File: config.mk
export PLATFORM = sky130hd
export DESIGN_NAME = lfs_top
export DESIGN_NICKNAME = d
export VERILOG_FILES = /design/src/design/lfs_pkg.sv /design/src/design/lfs_top.sv
export VERILOG_INCLUDE_DIRS = /design/src /design/src/design
export SDC_FILE = /design/constraint.sdc
export NUM_CORES = 1
export LEC_CHECK = 0
export BUFFER_PORTS_ARGS = -buffer_cell sky130_fd_sc_hd__buf_2
export CORE_ASPECT_RATIO = 1.25
export CORE_MARGIN = 2
export CORE_UTILIZATION = 56
export CTS_BUF_LIST = sky130_fd_sc_hd__clkbuf_4 sky130_fd_sc_hd__clkbuf_8
export CTS_CLUSTER_DIAMETER = 60
export CTS_CLUSTER_SIZE = 14
export DETAILED_ROUTE_END_ITERATION = 8
export GPL_TIMING_DRIVEN = 0
export PLACE_DENSITY = 0.83
export SYNTH_ARGS = -nofsm -noshare
export SYNTH_HDL_FRONTEND = slang
export SYNTH_SLANG_ARGS = --single-unit
export TNS_END_PERCENT = 100
File: constraint.sdc
create_clock -name ref_clk_i -period 6.6 [get_ports ref_clk_i]
set_clock_uncertainty 0.2 [all_clocks]
set_input_delay 1.32 -clock ref_clk_i [delete_from_list [all_inputs] [get_ports ref_clk_i]]
set_output_delay 1.32 -clock ref_clk_i [all_outputs]
set_load 0.02 [all_outputs]
File: src/design/lfs_defines.svh
// Constants of the LED flash mode sequencer.
`ifndef LFS_DEFINES_SVH
`define LFS_DEFINES_SVH
`define LFS_ADDR_ENABLE 8'h00
`define LFS_ADDR_PRIV 8'h04
`define LFS_ADDR_CFG1 8'h08
`define LFS_ADDR_TORCH 8'h0C
`define LFS_ADDR_FLASH 8'h10
`define LFS_ADDR_FLAGS 8'h14
`define LFS_ADDR_PWM 8'h18
`define LFS_ADDR_TMO 8'h1C
`define LFS_ADDR_MON 8'h20
`define LFS_MODE_OFF 2'h0
`define LFS_MODE_PRIV 2'h1
`define LFS_MODE_TORCH 2'h2
`define LFS_MODE_FLASH 2'h3
`define LFS_EN_PRIV_HI 2
`define LFS_EN_EDGE 5
`define LFS_EN_MSG 6
`define LFS_PV_TERM 3
`define LFS_PV_SEL_A 4
`define LFS_PV_SEL_B 5
`define LFS_CF_HWTRIG 2
`define LFS_FL_TMO 0
`define LFS_FL_VFLASH 6
`define LFS_FL_VMON 7
`define LFS_MON_EN 0
`define LFS_MON_SHDN 1
`define LFS_MON_FEN 3
`define LFS_LVL_OFF 5'h00
`define LFS_LVL_TORCH0 5'h01
`define LFS_LVL_TORCH7 5'h08
`define LFS_LVL_FLASH0 5'h09
`define LFS_PWM_SLOTS 4'h9
`define LFS_PWM_SLOT_CYC 16'h0064
`define LFS_CLK_MHZ 50
`define LFS_RAMP_US 32
`define LFS_RAMP_CYC (`LFS_RAMP_US * `LFS_CLK_MHZ)
`define LFS_RESP_OKAY 2'h0
`define LFS_RESP_SLVERR 2'h2
`endif

File: src/design/lfs_pkg.sv
// Types shared by the LED flash mode sequencer.
package lfs_pkg;
  typedef struct packed {
    logic strobe;
    logic vin_low;
    logic vin_flash_low;
    logic vout_ready;
    logic headroom_low;
    logic vout_at_vin;
  } lfs_pins_type;
  typedef struct packed {
    logic en;
    logic [4:0] level;
  } lfs_src_type;
endpackage

File: src/design/lfs_top.sv
// LED flash mode sequencer with an AXI4-Lite register slave.
//
// Our own choices: register access over AXI4-Lite and the address map.
`timescale 1ns/1ps
`include "lfs_defines.svh"
module lfs_top #(
  parameter int unsigned BLINK_CYC = 6400000,
  parameter int unsigned TMO_STEP_CYC = 5000000
) (
  input wire logic ref_clk_i,
  input wire logic rst_i,
  input wire logic ce_i,
  input wire logic [7:0] s_axi_awaddr_i,
  input wire logic s_axi_awvalid_i,
  output logic s_axi_awready_o,
  input wire logic [31:0] s_axi_wdata_i,
  input wire logic [3:0] s_axi_wstrb_i,
  input wire logic s_axi_wvalid_i,
  output logic s_axi_wready_o,
  output logic [1:0] s_axi_bresp_o,
  output logic s_axi_bvalid_o,
  input wire logic s_axi_bready_i,
  input wire logic [7:0] s_axi_araddr_i,
  input wire logic s_axi_arvalid_i,
  output logic s_axi_arready_o,
  output logic [31:0] s_axi_rdata_o,
  output logic [1:0] s_axi_rresp_o,
  output logic s_axi_rvalid_o,
  input wire logic s_axi_rready_i,
  input wire lfs_pkg::lfs_pins_type pins_i,
  output lfs_pkg::lfs_src_type current_source_a_o,
  output lfs_pkg::lfs_src_type current_source_b_o,
  output logic precharge_o,
  output logic boost_o,
  output logic pass_o,
  output logic indicator_thermistor_pin_o
);
  ////////////////////////////////////////////////////////////////////////////
  // Synchronisers for pins.
  lfs_pkg::lfs_pins_type meta_reg;
  lfs_pkg::lfs_pins_type sync_reg;
  logic strobe_d_reg;
  always_ff @(posedge ref_clk_i)
  begin
    if (rst_i)
    begin
      meta_reg <= '0;
      sync_reg <= '0;
      strobe_d_reg <= 1'b0;
    end
    else if (ce_i)
    begin
      meta_reg <= pins_i;
      sync_reg <= meta_reg;
      strobe_d_reg <= sync_reg.strobe;
    end
  end
  ////////////////////////////////////////////////////////////////////////////
  // AXI4-Lite slave.
  logic aw_hold_reg;
  logic w_hold_reg;
  logic [7:0] awaddr_reg;
  logic [7:0] wdata_reg;
  logic wstrb0_reg;
  logic bvalid_reg;
  logic [1:0] bresp_reg;
  logic rvalid_reg;
  logic [31:0] rdata_reg;
  logic [1:0] rresp_reg;
  logic do_write;
  logic rd_take;
  logic flag_rd;
  logic [7:0] en_reg;
  logic [7:0] priv_reg;
  logic [7:0] cfg_reg;
  logic [7:0] torch_reg;
  logic [7:0] flash_reg;
  logic [7:0] flags_reg;
  logic [7:0] pwm_reg;
  logic [7:0] tmo_reg;
  logic [7:0] mon_reg;
  function automatic logic mapped(input logic [7:0] a);
    mapped = (a <= `LFS_ADDR_MON) && (a[1:0] == 2'h0);
  endfunction
  function automatic logic wr_hit(input logic go, input logic [7:0] a, input logic [7:0] t);
    wr_hit = go && (a == t);
  endfunction
  assign s_axi_awready_o = !aw_hold_reg && !bvalid_reg;
  assign s_axi_wready_o = !w_hold_reg && !bvalid_reg;
  assign s_axi_arready_o = !rvalid_reg;
  assign s_axi_bvalid_o = bvalid_reg;
  assign s_axi_bresp_o = bresp_reg;
  assign s_axi_rvalid_o = rvalid_reg;
  assign s_axi_rdata_o = rdata_reg;
  assign s_axi_rresp_o = rresp_reg;
  assign do_write = ce_i && aw_hold_reg && w_hold_reg && !bvalid_reg;
  assign rd_take = ce_i && s_axi_arvalid_i && !rvalid_reg;
  assign flag_rd = rd_take && (s_axi_araddr_i == `LFS_ADDR_FLAGS);
  always_ff @(posedge ref_clk_i)
  begin
    if (rst_i)
    begin
      aw_hold_reg <= 1'b0;
      w_hold_reg <= 1'b0;
      awaddr_reg <= 8'h00;
      wdata_reg <= 8'h00;
      wstrb0_reg <= 1'b0;
      bvalid_reg <= 1'b0;
      bresp_reg <= `LFS_RESP_OKAY;
    end
    else if (ce_i)
    begin
      if (s_axi_awvalid_i && s_axi_awready_o)
      begin
        aw_hold_reg <= 1'b1;
        awaddr_reg <= s_axi_awaddr_i;
      end
      if (s_axi_wvalid_i && s_axi_wready_o)
      begin
        w_hold_reg <= 1'b1;
        wdata_reg <= s_axi_wdata_i[7:0];
        wstrb0_reg <= s_axi_wstrb_i[0];
      end
      if (do_write)
      begin
        aw_hold_reg <= 1'b0;
        w_hold_reg <= 1'b0;
        bvalid_reg <= 1'b1;
        bresp_reg <= mapped(awaddr_reg) ? `LFS_RESP_OKAY : `LFS_RESP_SLVERR;
      end
      else if (s_axi_bready_i)
      begin
        bvalid_reg <= 1'b0;
      end
    end
  end
  always_ff @(posedge ref_clk_i)
  begin
    if (rst_i)
    begin
      rvalid_reg <= 1'b0;
      rdata_reg <= 32'h00000000;
      rresp_reg <= `LFS_RESP_OKAY;
    end
    else if (ce_i)
    begin
      if (rd_take)
      begin
        rvalid_reg <= 1'b1;
        rresp_reg <= mapped(s_axi_araddr_i) ? `LFS_RESP_OKAY : `LFS_RESP_SLVERR;
        case (s_axi_araddr_i)
          `LFS_ADDR_ENABLE: rdata_reg <= {24'h000000, en_reg};
          `LFS_ADDR_PRIV: rdata_reg <= {24'h000000, priv_reg};
          `LFS_ADDR_CFG1: rdata_reg <= {24'h000000, cfg_reg};
          `LFS_ADDR_TORCH: rdata_reg <= {24'h000000, torch_reg};
          `LFS_ADDR_FLASH: rdata_reg <= {24'h000000, flash_reg};
          `LFS_ADDR_FLAGS: rdata_reg <= {24'h000000, flags_reg};
          `LFS_ADDR_PWM: rdata_reg <= {24'h000000, pwm_reg};
          `LFS_ADDR_TMO: rdata_reg <= {24'h000000, tmo_reg};
          `LFS_ADDR_MON: rdata_reg <= {24'h000000, mon_reg};
          default: rdata_reg <= 32'h00000000;
        endcase
      end
      else if (s_axi_rready_i)
      begin
        rvalid_reg <= 1'b0;
      end
    end
  end
  ////////////////////////////////////////////////////////////////////////////
  // Plain configuration registers.
  logic wgo;
  assign wgo = do_write && wstrb0_reg;
  always_ff @(posedge ref_clk_i)
  begin
    if (rst_i)
    begin
      priv_reg <= 8'h00;
      cfg_reg <= 8'h00;
      torch_reg <= 8'h00;
      flash_reg <= 8'h00;
      pwm_reg <= 8'h00;
      tmo_reg <= 8'h00;
      mon_reg <= 8'h00;
    end
    else if (ce_i)
    begin
      if (wr_hit(wgo, awaddr_reg, `LFS_ADDR_PRIV)) priv_reg <= wdata_reg;
      if (wr_hit(wgo, awaddr_reg, `LFS_ADDR_CFG1)) cfg_reg <= wdata_reg;
      if (wr_hit(wgo, awaddr_reg, `LFS_ADDR_TORCH)) torch_reg <= {2'h0, wdata_reg[5:0]};
      if (wr_hit(wgo, awaddr_reg, `LFS_ADDR_FLASH)) flash_reg <= wdata_reg;
      if (wr_hit(wgo, awaddr_reg, `LFS_ADDR_PWM)) pwm_reg <= {5'h00, wdata_reg[2:0]};
      if (wr_hit(wgo, awaddr_reg, `LFS_ADDR_TMO)) tmo_reg <= {4'h0, wdata_reg[3:0]};
      if (wr_hit(wgo, awaddr_reg, `LFS_ADDR_MON)) mon_reg <= wdata_reg;
    end
  end
  ////////////////////////////////////////////////////////////////////////////
  // Flash control and timeout.
  logic flash_on_reg;
  logic by_strobe_reg;
  logic [31:0] tmo_cnt_reg;
  logic [31:0] tmo_lim;
  logic strobe_rise;
  logic hw_trig;
  logic flash_start;
  logic tmo_hit;
  logic flash_end;
  logic edge_mode;
  assign edge_mode = en_reg[`LFS_EN_EDGE];
  assign strobe_rise = sync_reg.strobe && !strobe_d_reg;
  assign hw_trig = cfg_reg[`LFS_CF_HWTRIG] && strobe_rise;
  assign flash_start = !flash_on_reg && (hw_trig || en_reg[1:0] == `LFS_MODE_FLASH);
  assign tmo_lim = 32'((64'(tmo_reg[3:0]) + 64'h1) * 64'(TMO_STEP_CYC));
  assign tmo_hit = flash_on_reg && (tmo_cnt_reg >= tmo_lim - 32'h1);
  always_comb
  begin
    flash_end = 1'b0;
    if (flash_on_reg)
    begin
      if (tmo_hit)
        flash_end = 1'b1;
      else if (!edge_mode)
        flash_end = (by_strobe_reg && !sync_reg.strobe) ||
                    (en_reg[1:0] == `LFS_MODE_OFF);
    end
  end
  always_ff @(posedge ref_clk_i)
  begin
    if (rst_i)
    begin
      flash_on_reg <= 1'b0;
      by_strobe_reg <= 1'b0;
      tmo_cnt_reg <= 32'h00000000;
    end
    else if (ce_i)
    begin
      if (flash_end)
        flash_on_reg <= 1'b0;
      else if (flash_start)
      begin
        flash_on_reg <= 1'b1;
        by_strobe_reg <= hw_trig;
      end
      if (flash_start || (strobe_rise && !edge_mode))
        tmo_cnt_reg <= 32'h00000000;
      else if (flash_on_reg)
        tmo_cnt_reg <= tmo_cnt_reg + 32'h1;
    end
  end
  // Mode field: bus write first, hardware end and trigger override it.
  always_ff @(posedge ref_clk_i)
  begin
    if (rst_i)
      en_reg <= 8'h00;
    else if (ce_i)
    begin
      if (wr_hit(wgo, awaddr_reg, `LFS_ADDR_ENABLE))
        en_reg <= wdata_reg;
      if (flash_end)
        en_reg[1:0] <= priv_reg[`LFS_PV_TERM] ? `LFS_MODE_OFF : `LFS_MODE_PRIV;
      else if (hw_trig)
        en_reg[1:0] <= `LFS_MODE_FLASH;
    end
  end
  ////////////////////////////////////////////////////////////////////////////
  // Fault flags and latched reduced conditions.
  logic vflash_hold_reg;
  logic vmon_force_reg;
  logic set_vflash;
  logic set_vmon;
  assign set_vflash = mon_reg[`LFS_MON_FEN] && sync_reg.vin_flash_low;
  assign set_vmon = mon_reg[`LFS_MON_EN] && sync_reg.vin_low;
  always_ff @(posedge ref_clk_i)
  begin
    if (rst_i)
    begin
      flags_reg <= 8'h00;
      vflash_hold_reg <= 1'b0;
      vmon_force_reg <= 1'b0;
    end
    else if (ce_i)
    begin
      if (flag_rd)
        flags_reg <= 8'h00;
      if (tmo_hit)
        flags_reg[`LFS_FL_TMO] <= 1'b1;
      if (set_vflash)
        flags_reg[`LFS_FL_VFLASH] <= 1'b1;
      if (set_vmon)
        flags_reg[`LFS_FL_VMON] <= 1'b1;
      if (set_vflash && flash_on_reg)
        vflash_hold_reg <= 1'b1;
      else if (flag_rd)
        vflash_hold_reg <= 1'b0;
      if (set_vmon)
        vmon_force_reg <= 1'b1;
      else if (flag_rd && !sync_reg.vin_low)
        vmon_force_reg <= 1'b0;
    end
  end
  ////////////////////////////////////////////////////////////////////////////
  // Privacy PWM and blink timing.
  logic [15:0] slot_cnt_reg;
  logic [3:0] slot_reg;
  logic [31:0] blink_cnt_reg;
  logic blink_ph_reg;
  logic [15:0] slot_len;
  logic [31:0] blink_lim;
  logic priv_on;
  assign slot_len = 16'((17'(pwm_reg[2:0]) + 17'h1) * 17'(`LFS_PWM_SLOT_CYC));
  assign blink_lim = 32'(64'(BLINK_CYC) << priv_reg[7:6]);
  always_ff @(posedge ref_clk_i)
  begin
    if (rst_i)
    begin
      slot_cnt_reg <= 16'h0000;
      slot_reg <= 4'h0;
      blink_cnt_reg <= 32'h00000000;
      blink_ph_reg <= 1'b1;
    end
    else if (ce_i)
    begin
      if (slot_cnt_reg >= slot_len - 16'h1)
      begin
        slot_cnt_reg <= 16'h0000;
        slot_reg <= (slot_reg >= `LFS_PWM_SLOTS) ? 4'h0 : slot_reg + 4'h1;
      end
      else
        slot_cnt_reg <= slot_cnt_reg + 16'h1;
      if (blink_cnt_reg >= blink_lim - 32'h1)
      begin
        blink_cnt_reg <= 32'h00000000;
        blink_ph_reg <= !blink_ph_reg;
      end
      else
        blink_cnt_reg <= blink_cnt_reg + 32'h1;
    end
  end
  assign priv_on = (slot_reg <= {1'b0, priv_reg[2:0]}) &&
                   (blink_ph_reg || priv_reg[7:6] == 2'h3);
  ////////////////////////////////////////////////////////////////////////////
  // Current targets and ramp.
  logic [10:0] ramp_cnt_reg;
  logic ramp_tick;
  logic [4:0] lvl_a_reg;
  logic [4:0] lvl_b_reg;
  logic step_ok;
  logic requested;
  function automatic logic [4:0] target(input logic sel, input logic [2:0] tc,
                                        input logic [3:0] fc, input logic [7:0] en,
                                        input logic fon, input logic force_on,
                                        input logic shdn, input logic pon,
                                        input logic rdy);
    logic [4:0] t;
    t = `LFS_LVL_OFF;
    if (fon)
      t = force_on ? (shdn ? `LFS_LVL_OFF : `LFS_LVL_TORCH0 + 5'(tc))
                   : `LFS_LVL_FLASH0 + 5'(fc);
    else
      case (en[1:0])
        `LFS_MODE_TORCH: t = (force_on && shdn) ? `LFS_LVL_OFF
                             : `LFS_LVL_TORCH0 + 5'(tc);
        `LFS_MODE_PRIV: t = (sel && pon) ? (en[`LFS_EN_PRIV_HI] ? `LFS_LVL_TORCH7
                            : `LFS_LVL_TORCH0) : `LFS_LVL_OFF;
        default: t = `LFS_LVL_OFF;
      endcase
    target = rdy ? t : `LFS_LVL_OFF;
  endfunction
  function automatic logic [4:0] ramp(input logic [4:0] cur, input logic [4:0] tgt,
                                      input logic go, input logic jump);
    if (tgt <= cur || jump)
      ramp = tgt;
    else if (go)
      ramp = cur + 5'h1;
    else
      ramp = cur;
  endfunction
  assign ramp_tick = (ramp_cnt_reg == 11'(`LFS_RAMP_CYC - 1));
  assign step_ok = ramp_tick && !(vflash_hold_reg && flash_on_reg);
  logic priv_mode;
  assign priv_mode = !flash_on_reg && en_reg[1:0] == `LFS_MODE_PRIV;
  always_ff @(posedge ref_clk_i)
  begin
    if (rst_i)
    begin
      ramp_cnt_reg <= 11'h000;
      lvl_a_reg <= `LFS_LVL_OFF;
      lvl_b_reg <= `LFS_LVL_OFF;
    end
    else if (ce_i)
    begin
      ramp_cnt_reg <= ramp_tick ? 11'h000 : ramp_cnt_reg + 11'h001;
      lvl_a_reg <= ramp(lvl_a_reg, target(priv_reg[`LFS_PV_SEL_A], torch_reg[2:0],
        flash_reg[3:0], en_reg, flash_on_reg, vmon_force_reg, mon_reg[`LFS_MON_SHDN],
        priv_on, sync_reg.vout_ready), step_ok, priv_mode);
      lvl_b_reg <= ramp(lvl_b_reg, target(priv_reg[`LFS_PV_SEL_B], torch_reg[5:3],
        flash_reg[7:4], en_reg, flash_on_reg, vmon_force_reg, mon_reg[`LFS_MON_SHDN],
        priv_on, sync_reg.vout_ready), step_ok, priv_mode);
    end
  end
  assign requested = flash_on_reg || en_reg[1:0] != `LFS_MODE_OFF;
  assign current_source_a_o = '{en: lvl_a_reg != `LFS_LVL_OFF, level: lvl_a_reg};
  assign current_source_b_o = '{en: lvl_b_reg != `LFS_LVL_OFF, level: lvl_b_reg};
  assign precharge_o = requested && !sync_reg.vout_ready;
  assign boost_o = requested && sync_reg.vout_at_vin && sync_reg.headroom_low;
  assign pass_o = requested && sync_reg.vout_at_vin && !sync_reg.headroom_low;
  assign indicator_thermistor_pin_o = en_reg[`LFS_EN_MSG];
endmodule

Word-level counts from Yosys, hierarchy flattened
Cells that the tools add are included.

$add $sub $neg: 16. Multipliers: 2. Divide/modulo/power cells: 0. Magnitude comparators: 9. Equality and inequality tests: 20. Shift-type cells: 1. Mux-type cells: 57. Bitwise operators: 1. Reductions and logical operators: 113.

Operators with widths (count): $mux 32 (3); $mux 5 (17); $pmux 8 s9 (1); $add 32x1->32 const B (2); $ge 32x32->1 (2); $eq 8x5->1 const B (7); $reduce_and 2->1 (28); $logic_and 1x1->1 (42); $eq 8x4->1 const B (4); $shl 23x2->32 const A (1); $sub 32x1->32 const B (1); $sub 28x1->29 const B (1); $reduce_bool 2->1 (14); $mul 5x17->22 const B (1); $mux 1 (21); $mux 4 (5); $add 16x1->16 const B (1); $eq 8x3->1 const B (2); $eq 8x6->1 const B (2); $ge 16x16->1 (1); $le 8x6->1 const B (2); $logic_not 8->1 (2); $mux 16 (1); $logic_not 1->1 (13); other kinds (26) (45).

Flip-flop bits (word level): 236. Latch bits: 0. Memory bits (writable): 0. Memory bits (read-only): 0. Bits of input ports: 66. Output and inout bits: 57. Word-level logic and storage cells: 266. Memories: 0.

Longest topological paths before layout
Depth in word-level cells: 14. Mapped depth: 29. Depth with buffers taken out: 27.

Least setup slack after synthesis
No wires, ideal clock.

Kind: reg2reg. Start: register tmo_reg[0]. End: register en_reg[1]. Setup time: 0.114 ns. Arrival time: 6.028 ns. Data required time: 6.286 ns. Setup slack: 0.257 ns. Stages on the path, launching flop included: 29. Path buffers: 2. Clock period less this slack: 6.343 ns. Cells stage by stage: dfxtp_1 buf_2 nand3_4 xor2_4 inv_1 ha_1 inv_1 fa_1 inv_1 ha_1 ha_1 buf_4 xor2_1 a2111oi_1 a41oi_1 o21ai_0 nand3b_1 nor3_1 nand3_1 nor3_2 o21ai_0 ha_1 a21o_1 a21o_1 a21oi_1 o21ai_0 a221oi_1 o21ai_0 a2111oi_0.

Cells in the longest elaborated chain, start to end: 9. Elaborated cells on any way between the ends: 10. Those cells by class: add/sub (2); mul (1); order compare (1); mux (3); reduce/logical (3).

Ends and longest elaborated chain: from (decl) (line lfs_top.sv:80) `logic [7:0] tmo_reg;`; from (signal assigned) (line lfs_top.sv:193) `` if (wr_hit(wgo, awaddr_reg, `LFS_ADDR_TMO)) tmo_reg <= {4'h0, wdata_reg[3:0]}; ``; $add 4x1->5 * (line lfs_top.sv:213) `assign tmo_lim = 32'((64'(tmo_reg[3:0]) + 64'h1) * 64'(TMO_STEP_CYC));`; $mul 5x17->22 * (line lfs_top.sv:213); $sub 28x1->29 * (line lfs_top.sv:214) `assign tmo_hit = flash_on_reg && (tmo_cnt_reg >= tmo_lim - 32'h1);`; $ge 32x32->1 * (line lfs_top.sv:214); $logic_and 1x1->1 * (line lfs_top.sv:214); $mux 1 * (line lfs_top.sv:220) `if (tmo_hit)`; $mux 1 * (line lfs_top.sv:218) `if (flash_on_reg)`; $reduce_bool 3->1 (no source line); $reduce_and 2->1 (no source line); to (signal assigned) (line lfs_top.sv:258) `en_reg <= wdata_reg;`; to (signal assigned) (line lfs_top.sv:260) `` en_reg[1:0] <= priv_reg[`LFS_PV_TERM] ? `LFS_MODE_OFF : `LFS_MODE_PRIV; ``; to (signal assigned) (line lfs_top.sv:262) `` en_reg[1:0] <= `LFS_MODE_FLASH; ``; to (decl) (line lfs_top.sv:73) `logic [7:0] en_reg;`.

Mark *: on every way between the ends. The rest lies on a longest branch, timed or not. A chain may end at the register's enable or synchronous reset.

Worst setup path in the final report
Ends and elaborated chain as after synthesis.

==> impl_metrics.env <==
export IMPL_syn_to_final_growth_pct=13.2
export IMPL_viasPerCell=5.76
export IMPL_layout_drive_gt1_share_pct=12.9
export IMPL_finalHoldViolCount=0
export IMPL_antenna_found_initial=2
export IMPL_syn_mean_instance_area_um2=8.39
export IMPL_start_kind="flop"
export IMPL_crit_path_frequent_cell="o21ai_2"
export IMPL_setup_viol=0
export IMPL_ys_flop_type="dfxtp_1"
export IMPL_synth_edf_count=0
export IMPL_synth_top_area_share_pct=30.4
export IMPL_ys_ff_latch=210
export IMPL_crit_slowest_cell="fa_1"
export IMPL_wire_per_inst_um=17.1
export IMPL_endpoint_kind="flop"
export IMPL_numCtsBuffers=20
export IMPL_clkTransAtPathRegs_ns=0.09
export IMPL_slew_violations=0
export IMPL_grt_pass1_vias=11900
export IMPL_maxSlewHeadroom_pct=11.4
export IMPL_synth_top_area_cell="dfxtp_1"
export IMPL_totalNegativeSetupSlack_ns=0
export IMPL_grt_use_total_pct=26.9
export IMPL_finalPower_mw=2.34
export IMPL_ys_seq_area_share_pct=30.4
export IMPL_synth_warnings=0
export IMPL_min_path_type="reg -> reg"
export IMPL_cts_tree="built"
export IMPL_power_leakage_nw=6.82
export IMPL_grt_overflow_total=0
export IMPL_post_dp_hpwl_mm=26.7
export IMPL_r2r_setup_slack_ns=0.10
export IMPL_fin_ws_ns=0.103
export IMPL_ant_nets=0
export IMPL_fin_crit_sh_pct=98.4
export IMPL_dp_slack_ns=-1.15
export IMPL_critPathKind="reg -> reg"
export IMPL_die_x_um=145
export IMPL_clockBufferDepth=3
export IMPL_arrival_ns=6.73
export IMPL_grt_max_degree=15
export IMPL_drcViolationCount=0
export IMPL_drv_cap=0
export IMPL_max_stage_delay_ns=0.49
export IMPL_synthTopCellsByCount="nor2_1 (232), dfxtp_1 (210), nand2_1 (153)"
export IMPL_cts_sinks=210
export IMPL_fill_cells=2025
export IMPL_fin_nets=2022
export IMPL_max_freq_ghz=0.154
export IMPL_ys_types=93
export IMPL_layout_min_cycle_time_ns=6.50
export IMPL_io_pins=123
export IMPL_syn_area_um2=13800
export IMPL_initial_core_util_pct=56.8
export IMPL_fp_row_count=64
export IMPL_port_buffers=68
export IMPL_yosysMostFrequentCell="nor2_1"
export IMPL_die_area_um2=26000
export IMPL_synthArstFlopShare_pct=0
export IMPL_crit_path_max_fanout=8
export IMPL_root_buffer="clkbuf_8"
export IMPL_grt_pass1_wl_mm=57.2
export IMPL_route_vias_total=12300
export IMPL_hold_worst_slack_ns=0.263
export IMPL_p_per_area_nw_per_um2=149
export IMPL_die_h_um=180
export IMPL_place_congestion=0.991
export IMPL_status="finished clean"
export IMPL_worstMarginPinSlew_ns=1.32
export IMPL_cts_hold_buf=0
export IMPL_core_area_um2=24300
export IMPL_synth_area_leaders="dfxtp_1 (30%), ha_1 (14%), nor2_1 (6.3%)"
export IMPL_htree_levels=1
export IMPL_synth_cells=1649
export IMPL_ir_drop_v=0.000166
export IMPL_drt_initial_drc_count=744
export IMPL_wl_mm=36.7
export IMPL_worst_ep_required_time_ns=6.83
export IMPL_clkLatencyLatePin_ns=0.57
export IMPL_drtPass1Iterations=6
-- layout by cell type, fill, tap and decap left out, drive strengths merged, types with 11 or more instances in the layout --
cell	netlist	final
nor2	234	234
a21o	29	29
inv	74	75
clkbuf	49	73
and3	31	31
o21ai	44	44
mux2i	68	68
a21oi	88	88
nor3	25	25
buf	36	135
nand3	59	59
xor2	73	73
nand2	153	153
o21a	14	14
xnor2	63	63
ha	151	151
dfxtp	210	210
and4	11	11
nor4	11	11
nand4	29	29
nor2b	19	19
a22oi	25	25
or3	18	18
conb	2	34
-- per-stage QoR --
| step | instance area [µm²] | util, % | instances |
|---|---|---|---|
| floorplan | 14000 | - | 1681 |
| global placement | 14700 | 60.4 | 2079 |
| detailed placement | 14700 | 60.4 | 2079 |
| CTS | 15300 | 62.7 | 2115 |
| global route | 15700 | 64.3 | 2140 |
| finish | 15700 | 64.3 | 2140 |
-- critical path: cells and delay by family (launching register included) --
kind	cells	cell delay (ns)
XOR/XNOR	2	0.47
AND/OR/NAND/NOR	5	1.00
flip-flops	1	0.36
AO/OA/AOI/OAI	11	2.13
adder cells (fa/ha/maj)	5	1.49
buffers and inverters	6	0.71
-- final timing paths --
kind,from,end,cells past startpoint
hold reg to reg,awaddr_reg[7],awaddr_reg[7],2
setup reg to reg,tmo_reg[0],en_reg[1],29
hold / removal,awaddr_reg[7],awaddr_reg[7],2
setup / recovery,tmo_reg[0],en_reg[1],29
-- power breakdown --
group          leakage (nW)  internal (mW)  switching [mW]
combinational          4.92         0.0645           0.128
sequential             1.70           1.28          0.0157
clock                 0.207          0.377           0.473
-- cells by family after synthesis --
| group | synth area share (%) |
|---|---|
| muxes | 5.27 |
| adders and majority gates | 14.3 |
| xor gates and xnor gates | 8.94 |
| DFF | 30.4 |
| AOI/OAI and AO/OA | 14.1 |
| and+or+nand+nor | 21.8 |
| buffers and inverters | 5.17 |
| other | 0.0543 |
-- area by class of cell --
class | instances | area (µm²) | share of cell area (%)
flip-flops and latches | 210 | 4220 | 26.9
clock inverters | 4 | 60.1 | 0.384
clock buffers | 25 | 338 | 2.16
repair buffers | 99 | 581 | 3.71
plain buffers | 84 | 435 | 2.78
multi-input cells | 1312 | 9320 | 59.6
well taps | 330 | 413 | 2.64
inverters | 74 | 285 | 1.82
diodes | 2 | 5.00 | 0.0320
-- per-layer routing --
metal	routed length [µm]	up-vias	track usage, %
li1	-	6022	-
met1	14200	5768	30.9
met2	18500	417	48.7
met3	2060	120	3.36
met4	1950	0	12.3
met5	0	-	0
-- timing repair --
| action | 4_1_cts | 5_1_grt |
|---|---|---|
| gates resized for setup | 28 | 39 |
| endpoints found under the hold margin | 0 | 0 |
| pin swaps | 9 | 24 |
| endpoints found under the setup margin | 4 | 4 |
| buffers inserted | 8 | 23 |
No activity file was read; power rests on OpenSTA's default activity.
